--- config.mk ---
export PLATFORM = sky130hd
export DESIGN_NAME = rbw_relay_board
export DESIGN_NICKNAME = d
export VERILOG_FILES = /design/src/rbw_valve_driver.v /design/src/rbw_relay_board.v
export VERILOG_INCLUDE_DIRS = /design/src
export SDC_FILE = /design/constraint.sdc
export NUM_CORES = 1
export LEC_CHECK = 0
export ABC_AREA = 1
export BUFFER_PORTS_ARGS = -buffer_cell sky130_fd_sc_hd__buf_2
export CAP_MARGIN = 30
export CORE_ASPECT_RATIO = 1.75
export CORE_MARGIN = 10
export CORE_UTILIZATION = 61
export CTS_CLUSTER_DIAMETER = 30
export DETAILED_ROUTE_END_ITERATION = 8
export MAX_ROUTING_LAYER = met4
export PLACE_DENSITY = 0.86
export SLEW_MARGIN = 20
export SYNTH_ARGS = -nofsm -noshare
export SYNTH_HDL_FRONTEND = slang
export SYNTH_SLANG_ARGS = --single-unit
export TNS_END_PERCENT = 30
--- constraint.sdc ---
create_clock -name core_clk -period 7.15 [get_ports core_clk]
set_input_delay 1.43 -clock core_clk [delete_from_list [all_inputs] [get_ports core_clk]]
set_output_delay 1.43 -clock core_clk [all_outputs]
set_load 0.1 [all_outputs]
--- src/rbw_defs.vh ---
`ifndef RBW_DEFS_VH
`define RBW_DEFS_VH
// Register byte offsets.
`define RBW_REG_RELAY 12'h000
`define RBW_REG_VALVE 12'h004
`define RBW_REG_LAMP 12'h008
`define RBW_REG_STATUS 12'h00C
`define RBW_REG_INT_STAT 12'h010
`define RBW_REG_INT_MASK 12'h014
`define RBW_REG_STALL_CNT 12'h018
// Relay register field positions.
`define RBW_RLY_CHAMBER 0
`define RBW_RLY_CONVERTER 1
`define RBW_RLY_PERM 2
`define RBW_RLY_LAMP_SRC 3
`define RBW_RLY_PUMP 4
`define RBW_RLY_HEARTBEAT 5
`define RBW_RELAY_W 6
// Valve register field positions.
`define RBW_VLV_SAMPLE_CAL 0
`define RBW_VLV_ZERO_SPAN 1
`define RBW_VLV_MEASURE_SEL 2
`define RBW_VLV_SHUTTER 3
// Status and interrupt bits.
`define RBW_ST_STALL 0
`define RBW_ST_BEAT 1
`define RBW_EV_STALL 0
`define RBW_EV_BEAT 1
`define RBW_EV_W 2
// Reset values.
`define RBW_RELAY_RST 6'h00
`define RBW_VALVE_RST 8'h00
`define RBW_LAMP_RST 13'h0000
`define RBW_MASK_RST 2'h0
// Timing.
`define RBW_CLK_HZ 100000000
`define RBW_STALL_SEC 30
`define RBW_STALL_CYCLES 32'hB2D05E00
`define RBW_TMR_W 32
`endif

--- src/rbw_valve_driver.v ---
`timescale 1ns/10ps
`default_nettype none
// One valve driver unit with CHANNELS outputs, four by default; a forced shutdown overrides all commands.
module rbw_valve_driver #(
  parameter CHANNELS = 4
) (
  input wire core_clk, // System clock.
  input wire rst_sync_n, // Synchronised reset, active low.
  input wire clk_en, // Clock enable.
  input wire [CHANNELS-1:0] cmd, // Commanded valve states.
  input wire force_off, // Watchdog shutdown.
  output reg [CHANNELS-1:0] drive // Valve drive outputs.
);
  always @(posedge core_clk or negedge rst_sync_n) begin
    if (!rst_sync_n) begin
      drive <= {CHANNELS{1'b0}};
    end else if (clk_en) begin
      drive <= force_off ? {CHANNELS{1'b0}} : cmd;
    end
  end
endmodule // rbw_valve_driver
`default_nettype wire

--- src/rbw_relay_board.v ---
`timescale 1ns/10ps
`default_nettype none
`include "rbw_defs.vh"
module rbw_relay_board #(
  parameter [`RBW_TMR_W-1:0] STALL_CYCLES = `RBW_STALL_CYCLES
) (
  input wire core_clk, // System clock, 100 MHz.
  input wire rst_n, // Asynchronous reset, active low.
  input wire clk_en, // Clock enable; state freezes while low.
  input wire psel, // APB select.
  input wire penable, // APB enable.
  input wire pwrite, // APB write.
  input wire [11:0] paddr, // APB byte address.
  input wire [31:0] pwdata, // APB write data.
  output reg [31:0] prdata, // APB read data.
  output reg pready, // APB ready.
  output reg pslverr, // APB error for unmapped address.
  output reg chamber_heater, // Sample chamber heater relay.
  output reg converter_heater, // Converter heater relay.
  output reg perm_tube_heater, // Permeation tube heater relay.
  output reg lamp_source, // Lamp source relay.
  output reg sample_pump, // Sample pump relay.
  output reg [7:0] valve_drive, // Eight valve drive outputs.
  output reg [12:0] status_lamps, // Thirteen status lamps, index 0 is position 1.
  output reg heartbeat_lamp, // Watchdog heartbeat lamp.
  output reg chamber_heater_lamp, // Chamber heater lamp.
  output reg converter_heater_lamp, // Converter heater lamp.
  output reg perm_tube_heater_lamp, // Permeation tube heater lamp.
  output reg sample_cal_valve_lamp, // Sample/cal valve lamp.
  output reg zero_span_valve_lamp, // Zero/span valve lamp.
  output reg stall, // Watchdog shutdown active.
  output reg irq // Interrupt, active high level.
);
  reg rst_meta;
  reg rst_sync_n;
  reg [`RBW_RELAY_W-1:0] relay_cmd;
  reg [7:0] valve_cmd;
  reg [12:0] lamp_cmd;
  reg [`RBW_EV_W-1:0] int_stat;
  reg [`RBW_EV_W-1:0] int_mask;
  reg [`RBW_TMR_W-1:0] stall_cnt;
  reg beat_prev;
  reg stalled;
  wire [7:0] valve_out;
  wire beat;
  wire beat_change;
  wire stall_hit;
  wire wr_en;
  wire rd_en;
  wire [`RBW_EV_W-1:0] ev;
  reg [31:0] next_prdata;
  reg next_err;

  // Reset release through two flip-flops.
  always @(posedge core_clk or negedge rst_n) begin
    if (!rst_n) begin
      rst_meta <= 1'b0;
      rst_sync_n <= 1'b0;
    end else begin
      rst_meta <= 1'b1;
      rst_sync_n <= rst_meta;
    end
  end

  // A write lands at the edge where the master samples pready high, never earlier.
  assign wr_en = psel && penable && pwrite && pready;
  assign rd_en = psel && penable && !pwrite && !pready;

  assign beat = relay_cmd[`RBW_RLY_HEARTBEAT];
  assign beat_change = beat != beat_prev;
  assign stall_hit = !stalled && !beat_change && (stall_cnt >= STALL_CYCLES - 1'b1);
  assign ev = {beat_change, stall_hit};

  // The host writes the whole command word; bits 0 to 4 each drive one relay independently, bit 5 is the heartbeat.
  always @(posedge core_clk or negedge rst_sync_n) begin
    if (!rst_sync_n) begin
      relay_cmd <= `RBW_RELAY_RST;
      valve_cmd <= `RBW_VALVE_RST;
      lamp_cmd <= `RBW_LAMP_RST;
      int_mask <= `RBW_MASK_RST;
    end else if (clk_en && wr_en) begin
      case (paddr)
        `RBW_REG_RELAY: relay_cmd <= pwdata[`RBW_RELAY_W-1:0];
        `RBW_REG_VALVE: valve_cmd <= pwdata[7:0];
        `RBW_REG_LAMP: lamp_cmd <= pwdata[12:0];
        `RBW_REG_INT_MASK: int_mask <= pwdata[`RBW_EV_W-1:0];
        default: ;
      endcase
    end
  end

  // Stall timer; it only ends on a host heartbeat change, so a stalled board stays safe.
  always @(posedge core_clk or negedge rst_sync_n) begin
    if (!rst_sync_n) begin
      stall_cnt <= {`RBW_TMR_W{1'b0}};
      beat_prev <= 1'b0;
      stalled <= 1'b0;
    end else if (clk_en) begin
      beat_prev <= beat;
      if (beat_change) begin
        stall_cnt <= {`RBW_TMR_W{1'b0}};
        stalled <= 1'b0;
      end else if (stall_hit) begin
        stalled <= 1'b1;
      end else if (!stalled) begin
        stall_cnt <= stall_cnt + 1'b1;
      end
    end
  end

  // Sticky events; a new event wins over a write-one-to-clear in the same cycle.
  always @(posedge core_clk or negedge rst_sync_n) begin
    if (!rst_sync_n) begin
      int_stat <= {`RBW_EV_W{1'b0}};
    end else if (clk_en) begin
      if (wr_en && paddr == `RBW_REG_INT_STAT) begin
        int_stat <= (int_stat & ~pwdata[`RBW_EV_W-1:0]) | ev;
      end else begin
        int_stat <= int_stat | ev;
      end
    end
  end

  genvar u;
  generate
    for (u = 0; u < 2; u = u + 1) begin : g_vdrv
      rbw_valve_driver #(
        .CHANNELS(4)
      ) u_vdrv (
        .core_clk(core_clk),
        .rst_sync_n(rst_sync_n),
        .clk_en(clk_en),
        .cmd(valve_cmd[u*4 +: 4]),
        .force_off(stalled || stall_hit),
        .drive(valve_out[u*4 +: 4])
      );
    end
  endgenerate

  // Outputs; valve drives already pass one register inside the driver units.
  always @(posedge core_clk or negedge rst_sync_n) begin
    if (!rst_sync_n) begin
      chamber_heater <= 1'b0;
      converter_heater <= 1'b0;
      perm_tube_heater <= 1'b0;
      lamp_source <= 1'b0;
      sample_pump <= 1'b0;
      valve_drive <= 8'h00;
      status_lamps <= 13'h0000;
      heartbeat_lamp <= 1'b0;
      chamber_heater_lamp <= 1'b0;
      converter_heater_lamp <= 1'b0;
      perm_tube_heater_lamp <= 1'b0;
      sample_cal_valve_lamp <= 1'b0;
      zero_span_valve_lamp <= 1'b0;
      stall <= 1'b0;
      irq <= 1'b0;
    end else if (clk_en) begin
      chamber_heater <= relay_cmd[`RBW_RLY_CHAMBER] && !(stalled || stall_hit);
      converter_heater <= relay_cmd[`RBW_RLY_CONVERTER] && !(stalled || stall_hit);
      perm_tube_heater <= relay_cmd[`RBW_RLY_PERM] && !(stalled || stall_hit);
      lamp_source <= relay_cmd[`RBW_RLY_LAMP_SRC] && !(stalled || stall_hit);
      sample_pump <= relay_cmd[`RBW_RLY_PUMP];
      valve_drive <= valve_out;
      heartbeat_lamp <= beat;
      chamber_heater_lamp <= relay_cmd[`RBW_RLY_CHAMBER] && !(stalled || stall_hit);
      converter_heater_lamp <= relay_cmd[`RBW_RLY_CONVERTER] && !(stalled || stall_hit);
      perm_tube_heater_lamp <= relay_cmd[`RBW_RLY_PERM] && !(stalled || stall_hit);
      sample_cal_valve_lamp <= valve_out[`RBW_VLV_SAMPLE_CAL];
      zero_span_valve_lamp <= valve_out[`RBW_VLV_ZERO_SPAN];
      // Assigned positions follow the board state; unassigned ones follow software.
      status_lamps <= {lamp_cmd[12:11], valve_out[`RBW_VLV_SHUTTER], lamp_cmd[9],
        valve_out[`RBW_VLV_MEASURE_SEL], valve_out[`RBW_VLV_ZERO_SPAN],
        valve_out[`RBW_VLV_SAMPLE_CAL], lamp_cmd[5],
        relay_cmd[`RBW_RLY_PERM] && !(stalled || stall_hit), lamp_cmd[3],
        relay_cmd[`RBW_RLY_CONVERTER] && !(stalled || stall_hit),
        relay_cmd[`RBW_RLY_CHAMBER] && !(stalled || stall_hit), beat};
      stall <= stalled || stall_hit;
      irq <= |(int_stat & int_mask);
    end
  end

  always @* begin
    next_prdata = 32'h00000000;
    next_err = 1'b0;
    case (paddr)
      `RBW_REG_RELAY: next_prdata[`RBW_RELAY_W-1:0] = relay_cmd;
      `RBW_REG_VALVE: next_prdata[7:0] = valve_cmd;
      `RBW_REG_LAMP: next_prdata[12:0] = lamp_cmd;
      `RBW_REG_STATUS: next_prdata[1:0] = {beat, stalled};
      `RBW_REG_INT_STAT: next_prdata[`RBW_EV_W-1:0] = int_stat;
      `RBW_REG_INT_MASK: next_prdata[`RBW_EV_W-1:0] = int_mask;
      `RBW_REG_STALL_CNT: next_prdata = stall_cnt;
      default: next_err = 1'b1;
    endcase
  end

  always @(posedge core_clk or negedge rst_sync_n) begin
    if (!rst_sync_n) begin
      prdata <= 32'h00000000;
      pready <= 1'b0;
      pslverr <= 1'b0;
    end else if (clk_en) begin
      pready <= psel && penable && !pready;
      pslverr <= psel && penable && !pready && next_err;
      if (rd_en) begin
        prdata <= next_prdata;
      end
    end
  end
endmodule // rbw_relay_board
`default_nettype wire

Word level (Yosys, flattened, before mapping):

Index checks and enable logic that the tools add are counted.
W data, S select, Z words.

* register bits after elaboration: 139
* output and inout port bits: 68
* bits of input ports: 50

* $add $sub $neg: 1
* equality and inequality tests: 9
* bitwise gates (word level): 5
* muxes and demuxes: 14
* order comparisons: 1
* reductions and logical operators: 32

Operator list (number)
* $mux W32: 3
* $eq A12 B5 Y1 const B: 3
* $add A32 B1 Y32 const B: 1
* $ge A32 B32 Y1 const B: 1
* $eq A12 B4 Y1 const B: 2
* $mux W19: 1
* $pmux W4 S4: 1
* $logic_and A1 B1 Y1: 15
* $pmux W2 S7: 1
* $eq A12 B3 Y1 const B: 1
* $logic_not A12 Y1: 1
* $reduce_and A2 Y1: 6
* $pmux W5 S2: 1
* $mux W4: 2
* $reduce_or A7 Y1: 1
* $pmux W2 S3: 1
* $logic_not A1 Y1: 5
* $and A2 B2 Y2: 2
* $or A2 B2 Y2: 2
* $mux W1: 3
* $reduce_and A3 Y1: 1
* $mux W2: 1
* $ne A2 B1 Y1 const B: 1
* $ne A2 B2 Y1 const B: 1
* 5 further kinds: 5

Longest topological paths before layout:

Gate-level depths: netlist of the first run.

* depth in word-level cells: 7
* depth in mapped cells: 13
* gate-level depth less buffers: 12

Modules after synthesis:

A second synthesis of the first run with hierarchy kept.

* cells, all modules: 928
* area, all modules: 6755.2 sq um

By module, submodules not included
* rbw_relay_board: cells an instance 892, area each 6439.9 sq um, times used 1
* rbw_valve_driver: cells an instance 18, area each 157.7 sq um, times used 2

Worst setup path after synthesis of the first run:

No wires, ideal clock.

* kind: flip-flop to output port
* start: register status_lamps[0]
* end: output port status_lamps[0]
* required time: 5.720 ns
* cell stages (with the launch flop): 2
* buffers on the path: 1
* arrival time: 1.402 ns
* setup slack: 4.318 ns
* path through: dfrtp_1 > buf_4

RTL lines
* start, declared: RTL line rbw_relay_board.v:24 `output reg [12:0] status_lamps,`
* start signal, assigned: RTL line rbw_relay_board.v:172 `` status_lamps <= {lamp_cmd[12:11], valve_out[`RBW_VLV_SHUTTER], lamp_cmd[9], ``

No word-level cell between the ends.

Worst setup path in the final report of the first run:

* start: input port clk_en
* end: register stall_cnt[3]

* cells in the longest elaborated chain, start to end: 1

RTL lines
* start, declared: RTL line rbw_relay_board.v:9 `input wire clk_en,`
* $reduce_and A3 Y1 (no line)
* end signal, assigned: RTL line rbw_relay_board.v:95 `` stall_cnt <= {`RBW_TMR_W{1'b0}}; ``
* end signal, assigned: RTL line rbw_relay_board.v:101 `` stall_cnt <= {`RBW_TMR_W{1'b0}}; ``
* end signal, assigned: RTL line rbw_relay_board.v:106 `stall_cnt <= stall_cnt + 1'b1;`
* end, declared: RTL line rbw_relay_board.v:41 `` reg [`RBW_TMR_W-1:0] stall_cnt; ``

Every way passes these cells.
A chain may end at the register's enable or synchronous reset.

==> out/qor.yml, run 1 <==
power:
  p_clk_share_pct: 51.0
  p_seq_share_pct: 43.2
  power_density_nw_per_um2: 226
  p_switching_uw: 443
  vdd_drop_max_uv: 199
  p_int_uw: 1330
  share_comb_of_total_power_pct: 5.8
  leakagePower_uw: 0.00414
  netSwitchingFraction_pct: 24.9
worst_setup_path:
  critPathMaxFanout: 38
  cp-start-kind: "primary input"
  worstSetupEndpointType: "flop"
  crit_required_ps: 7510
  crit_path_start: "clk_en"
  crit_end: "stall_cnt[3]$_DFFE_PN0P_"
  worst_r2r_startpoint: "stall_cnt[0]$_DFFE_PN0P_"
  critical_path_class: "primary input to flop"
  worst_ep_arrival_time_ps: 4130
  rr_endpoint: "stall_cnt[3]$_DFFE_PN0P_"
  r2r_slack_ps: 4280
  reg2reg_depth: 12
cts:
  cts_root_buf: "clkbuf_16"
  clk_latency_ps: 430
  cts-buffers-inserted: 17
  cts_tree: "yes"
  cts_setup_buffers: 0
  cts_sinks: 129
  clk_pin_slew_worst_paths_ps: 60
  cts_hold_buf: 0
  post_cts_resized: 0
  htreeDepth: 4
  clockBufferDepth: 2
route:
  drc_errors: 0
  finalWirelength_um: 18700
  drt_pass1_iterations: 5
  num_vias: 6222
  avgRoutedWirePerCell_um: 16.3
  drt-initial-drc-count: 425
  ant_nets: 0
  via_per_inst: 5.42
floorplanning:
  die_x_um: 99.8
  die_area_um2: 15900
  fp.dieH_um: 160
  rows: 51
  initial_core_util_pct: 61.6
  core_um2: 11000
  io_pins: 118
cells_and_area:
  area_growth_pct: 15.7
  diodes: 0
  layout-drive-gt1-share_pct: 15.8
  post-route-util_pct: 71.2
  final_common_cell: "nand2_1"
  final_cell_mix: "379 x nand2_1, 128 x dfrtp_1, 116 x nor2_1, 98 x buf_2, 96 x nand3_1"
  final_nets: 1054
sta:
  max-slew-margin-rel_pct: 35.1
  rsz0062_at_grt: "no"
  finalWorstSetupSlack_ps: 3380
  worstMarginPinSlew_ps: 971
  drv_slew: 0
  final_hold_viol_count: 0
  tns_ps: 0
  setup_violations: 0
  fmax_mhz: 265
  min_period_ps: 3770
  finalCritPeriodShare_pct: 52.8
  fin_worst_skew_ps: 9.64
global_route:
  grt_use_met1_pct: 24.6
  grt_usage_pct: 24.8
  grt_pass1_wl_um: 31100
  grtUsageMet2_pct: 43.4
  grt_pass1_vias: 6327
  grt_overflow: 0
  grt-busiest-layer: "met2"
  grt_use_met3_pct: 5.44
  grt_max_degree: 52
  antenna_found_initial: 0
job:
  maxCapViolations: 0
synth:
  yosys_warnings: 0
  netlist_instances: 927
  netlist_area_um2: 6800
  synth_nets: 978
  synth.distinct_cells: 31
  avgSynthCellArea_um2: 7.33
  synth_seq_cells: 129
  yosysSeqAreaShare_pct: 47.5
place:
  pre_cts_slack_ps: 2990
  place_hpwl_um: 13300
  gp_congestion: 0.976
  io_buffers: 98
worst_hold_path:
  min_path_type: "flop to asynchronous set/reset pin"
run_status:
  status: "finished, final reports clean"
cell type report:
type	count	area, um^2
well taps	132	165
clock buffers	18	439
repair buffers	104	563
inverters	58	218
multi-input cells	693	3070
fillers	895	3180
clock inverters	14	176
flip-flops and latches	129	3230
flip-flops by register name, summed over array words and instances, names as in the netlist, 2 cells and up:
register	cells
stall_cnt	32
status_lamps	9
int_stat	2
relay_cmd	6
g_vdrv.u_vdrv.drive	8
prdata	32
int_mask	2
lamp_cmd	13
valve_cmd	8
valve_drive	8
cell families (layout without fill, tap and decap cells):
logic type,count (synthesis),after routing,synth area share [%]
other cells,1,1,0.0552
flops,129,129,47.5
xor+xnor,13,13,1.79
fa+ha+maj,1,1,0.184
compound gates,62,62,5.62
simple gates,616,616,37.3
buf+inv,105,194,7.51
critical path, cell delays in order:
cell and delay, ps:
buf_2 310, inv_2 350, nor2_1 650, nand3_4 460, nand2_2 670, nand2_1 140
nand2_1 100
cell usage after synthesis (all sizes together):
| master | count | area, um^2 |
|---|---|---|
| conb | 1 | 3.75 |
| xor2 | 9 | 86.3 |
| o21ai | 37 | 208 |
| o22ai | 3 | 18.8 |
| a21oi | 4 | 20.0 |
| dfrtp | 129 | 3230 |
| nand3 | 99 | 526 |
| clkbuf | 14 | 52.6 |
| nand2 | 385 | 1460 |
| inv | 58 | 218 |
| o31ai | 16 | 120 |
| o211ai | 2 | 15.0 |
| ha | 1 | 12.5 |
| nand3b | 1 | 7.51 |
| nor3 | 5 | 36.3 |
| buf | 33 | 240 |
| xnor2 | 4 | 35.0 |
| nand4 | 6 | 37.5 |
| nor2 | 120 | 470 |
metal layers:
metal  vias up  wire, um
met5         -         0
met4         0       820
met3        60       902
met2       199     10400
met1      2902      6580
li1       3061         -
metrics by stage:
step,area [um^2],hold slack (ps),cells,total power (uW)
final,7860,281,1148,1780
after global placement,7200,339,1113,875
after detailed placement,7230,296,1115,880
after floorplan,6800,331,927,847
after global routing,7860,315,1148,1830
after CTS,7850,301,1147,1780
power by group through the flow:
stage	logic (uW)	clock network (uW)	registers (uW)
after floorplan	54.1	0	793
after global placement	91.5	0	784
after detailed placement	101	0	779
after CTS	103	911	766
after global routing	114	942	769
final	103	906	767
worst min-delay path by stage:
| stage | startpoint | to | slack [ps] | cells past startpoint |
|---|---|---|---|---|
| 2_1_floorplan | rst_meta$_DFF_PN0_ | rst_sync_n$_DFF_PN0_ | 330 | 0 |
| 3_3_place_gp | rst_meta$_DFF_PN0_ | rst_sync_n$_DFF_PN0_ | 340 | 0 |
| 3_5_place_dp | rst_sync_n$_DFF_PN0_ | stall_cnt[11]$_DFFE_PN0P_ | 300 | 0 |
| 4_1_cts | rst_sync_n$_DFF_PN0_ | stall_cnt[11]$_DFFE_PN0P_ | 300 | 0 |
| 5_1_grt | rst_sync_n$_DFF_PN0_ | stall_cnt[11]$_DFFE_PN0P_ | 310 | 0 |
| 6_report | rst_sync_n$_DFF_PN0_ | prdata[13]$_DFFE_PN0P_ | 280 | 0 |
(Power assumes the default switching activity.)
==> run 2, diff against run 1 <==
--- a/config.mk
+++ b/config.mk
@@ -11,11 +11,11 @@
 export CAP_MARGIN = 30
 export CORE_ASPECT_RATIO = 1.75
 export CORE_MARGIN = 10
-export CORE_UTILIZATION = 61
+export CORE_UTILIZATION = 51
 export CTS_CLUSTER_DIAMETER = 30
 export DETAILED_ROUTE_END_ITERATION = 8
 export MAX_ROUTING_LAYER = met4
-export PLACE_DENSITY = 0.86
+export PLACE_DENSITY = 0.77
 export SLEW_MARGIN = 20
 export SYNTH_ARGS = -nofsm -noshare
 export SYNTH_HDL_FRONTEND = slang
==> constraint.sdc (replaced) <==
create_clock -name core_clk -period 3.3 [get_ports core_clk]
set_input_delay 0.66 -clock core_clk [delete_from_list [all_inputs] [get_ports core_clk]]
set_output_delay 0.66 -clock core_clk [all_outputs]
set_load 0.1 [all_outputs]
==> run 2 against run 1 <==
- cell area hardly changed
- non-clock buffer count increased by 6
- worst setup slack got worse by 2800 ps
- total power is 110% higher
- die area increased by 16%
- register-to-register slack worse by 3700 ps
- final cell count increased by 3.9%
- global-route usage down 3.0 points
- wire length grew 1.3%
- sequential cell count unchanged
- clock power is 96% higher
- highest routed layer unchanged
==> out/qor.yml, run 2 (synthesis results as in run 1) <==
cells_and_area:
  fillCellCount: 1235  # was 895
  final_common_cell: "nand2_1"  # unchanged
  finalNonFillerCells: 1193  # was 1148
  reg.largest.list: "prdata x32, stall_cnt x32, lamp_cmd x13"  # unchanged
  area_growth_pct: 15.8  # was 15.7%
  diodes: 0  # unchanged
  final_nets: 1060  # was 1054
  final_cell_mix: "379 x nand2_1, 128 x dfrtp_1, 116 x nor2_1, 98 x buf_2, 96 x nand3_1"  # unchanged
  post-route-util_pct: 60.5  # was 71.2%
  layout-drive-gt1-share_pct: 16.2  # was 15.8%
worst_setup_path:
  crit_required_ps: 3600  # was 7510 ps
  worst-path-buf-inv: 2  # unchanged
  r2r_slack_ps: 560  # was 4280 ps
  worst_ep_arrival_time_ps: 3050  # was 4130 ps
  critPathMaxStageDelay_ps: 500  # was 670 ps
  crit_end: "stall_cnt[7]$_DFFE_PN0P_"  # was stall_cnt[3]$_DFFE_PN0P_
  rr_endpoint: "stall_cnt[7]$_DFFE_PN0P_"  # was stall_cnt[3]$_DFFE_PN0P_
  cp-start-kind: "flop"  # was primary input
  critPathMaxFanout: 33  # was 38
  worstSetupEndpointType: "flop"  # unchanged
  worst_path_most_repeated_cell: "nand2_1"  # unchanged
  crit_family: "simple AND/OR/NAND/NOR gates"  # unchanged
  worstPathCellList: "ha_1 -> inv_1 -> nor2_4 -> nand2_2 -> inv_2 -> nand2_1 -> nand2_1 -> nand2_2 -> nand3_4 -> nand2_2 -> nand2_1 -> nand2_1"  # was buf_2 -> inv_2 -> nor2_1 -> nand3_4 -> nand2_2 -> nand2_1 -> nand2_1
  reg2reg_depth: 12  # unchanged
  worst-path-stages: 12  # was 7
  worst_r2r_startpoint: "stall_cnt[0]$_DFFE_PN0P_"  # unchanged
  crit_slowest_cell: "nand2_2"  # unchanged
  crit_path_start: "stall_cnt[0]$_DFFE_PN0P_"  # was clk_en
  critical_path_class: "flop to flop"  # was primary input to flop
power:
  p_clk_share_pct: 48.6  # was 51.0%
  power_density_nw_per_um2: 465  # was 226 nW/um^2
  p_int_uw: 2720  # was 1330 uW
  vdd_drop_max_uv: 361  # was 199 uV
  share_comb_of_total_power_pct: 6.0  # was 5.8%
  leakagePower_uw: 0.00412  # was 0.00414 uW
  p_switching_uw: 935  # was 443 uW
  p_seq_share_pct: 45.3  # was 43.2%
  netSwitchingFraction_pct: 25.6  # was 24.9%
sta:
  rsz0062_at_grt: "no"  # unchanged
  fin_worst_skew_ps: 5.30  # was 9.64 ps
  worstMarginPinSlew_ps: 656  # was 971 ps
  min_period_ps: 2740
  drv_slew: 0  # unchanged
  final_hold_viol_count: 0  # unchanged
  max-slew-margin-rel_pct: 56.1  # was 35.1%
  setup_violations: 0  # unchanged
  finalCritPeriodShare_pct: 83.1
  finalWorstSetupSlack_ps: 556  # was 3380 ps
  tns_ps: 0  # unchanged
  fmax_mhz: 364
worst_hold_path:
  min_path_type: "primary input to asynchronous set/reset pin"  # was flop to asynchronous set/reset pin
floorplanning:
  fp.dieH_um: 173  # was 160 um
  die_area_um2: 18500  # was 15900 um^2
  rows: 55  # was 51
  core_um2: 13000  # was 11000 um^2
  die_x_um: 107  # was 99.8 um
  initial_core_util_pct: 52.2  # was 61.6%
  io_pins: 118  # unchanged
route:
  finalWirelength_um: 18900  # was 18700 um
  num_vias: 6228  # was 6222
  drc_errors: 0  # unchanged
  drt-initial-drc-count: 350  # was 425
  drt_pass1_iterations: 5  # unchanged
  via_per_inst: 5.22  # was 5.42
  avgRoutedWirePerCell_um: 15.9  # was 16.3 um
  ant_nets: 0  # unchanged
global_route:
  grt_overflow: 0  # unchanged
  grt_pass1_vias: 6350  # was 6327
  grt_pass1_wl_um: 31400  # was 31100 um
  antenna_found_initial: 0  # unchanged
  grt_max_degree: 60  # was 52
  grt_usage_pct: 21.7  # was 24.8%
cts:
  cts_setup_buffers: 0  # unchanged
  clk_pin_slew_worst_paths_ps: 60  # about the same
  cts_root_buf: "clkbuf_16"  # unchanged
  clk_latency_ps: 420  # was 430 ps
  post_cts_resized: 0  # unchanged
  clockBufferDepth: 2  # unchanged
  cts_sinks: 129  # unchanged
  cts-buffers-inserted: 17  # unchanged
  htreeDepth: 4  # unchanged
  cts_hold_buf: 0  # unchanged
  cts_tree: "yes"  # unchanged
job:
  maxCapViolations: 0  # unchanged
place:
  dpl.cell_count: 1161  # was 1115
  gp_congestion: 0.961  # was 0.976
  place_hpwl_um: 14100  # was 13300 um
  pre_cts_slack_ps: 589  # was 2990 ps
  io_buffers: 98  # unchanged
run_status:
  status: "finished, final reports clean"  # unchanged
[run 2: layout make-up]
| class | instances | area (um^2) | area share (%) |
|---|---|---|---|
| Clock inverter | 13 | 113 | 1.43 |
| Tap cell | 171 | 214 | 2.72 |
| Inverter | 58 | 218 | 2.77 |
| Multi-Input combinational cell | 693 | 3060 | 38.8 |
| Sequential cell | 129 | 3230 | 41.1 |
| Timing Repair Buffer | 110 | 593 | 7.54 |
| Clock buffer | 19 | 443 | 5.63 |
[run 2: metal layers]
layer	vias to the layer above	wire length, um	share of wire (%)	track usage (%)
li1	3079	-	-	-
met5	-	0	0	-
met2	143	10500	56	38.9
met3	52	775	4.1	4.36
met1	2954	6780	36	21.1
met4	0	850	4.5	11.5
[run 2: stage by stage]
stage                     total power (uW)  hold WS (ps)  cell area (um^2)
after floorplan                       1840           331              6800
after global placement                1900           289              7310
after detailed placement              1910           289              7310
after CTS                             3680          4.02              7870
after global routing                  3770          4.08              7870
final                                 3660          10.2              7870
[run 2: how the worst min path moves through the flow]
stage	from	to	slack, ps
after floorplan	rst_meta$_DFF_PN0_	rst_sync_n$_DFF_PN0_	330
after global placement	rst_sync_n$_DFF_PN0_	prdata[16]$_DFFE_PN0P_	290
after detailed placement	rst_sync_n$_DFF_PN0_	stall_cnt[16]$_DFFE_PN0P_	290
after CTS	rst_n	rst_sync_n$_DFF_PN0_	4
after global routing	rst_n	rst_sync_n$_DFF_PN0_	4
final	rst_n	rst_sync_n$_DFF_PN0_	10
[run 2: power by group through the flow]
stage                     Combinational, uW  Clock (uW)  Sequential (uW)
after global placement                  218           0             1680
after detailed placement                221           0             1690
after global routing                    251        1860             1660
after CTS                               223        1800             1660
final                                   221        1780             1660
after floorplan                         117           0             1720
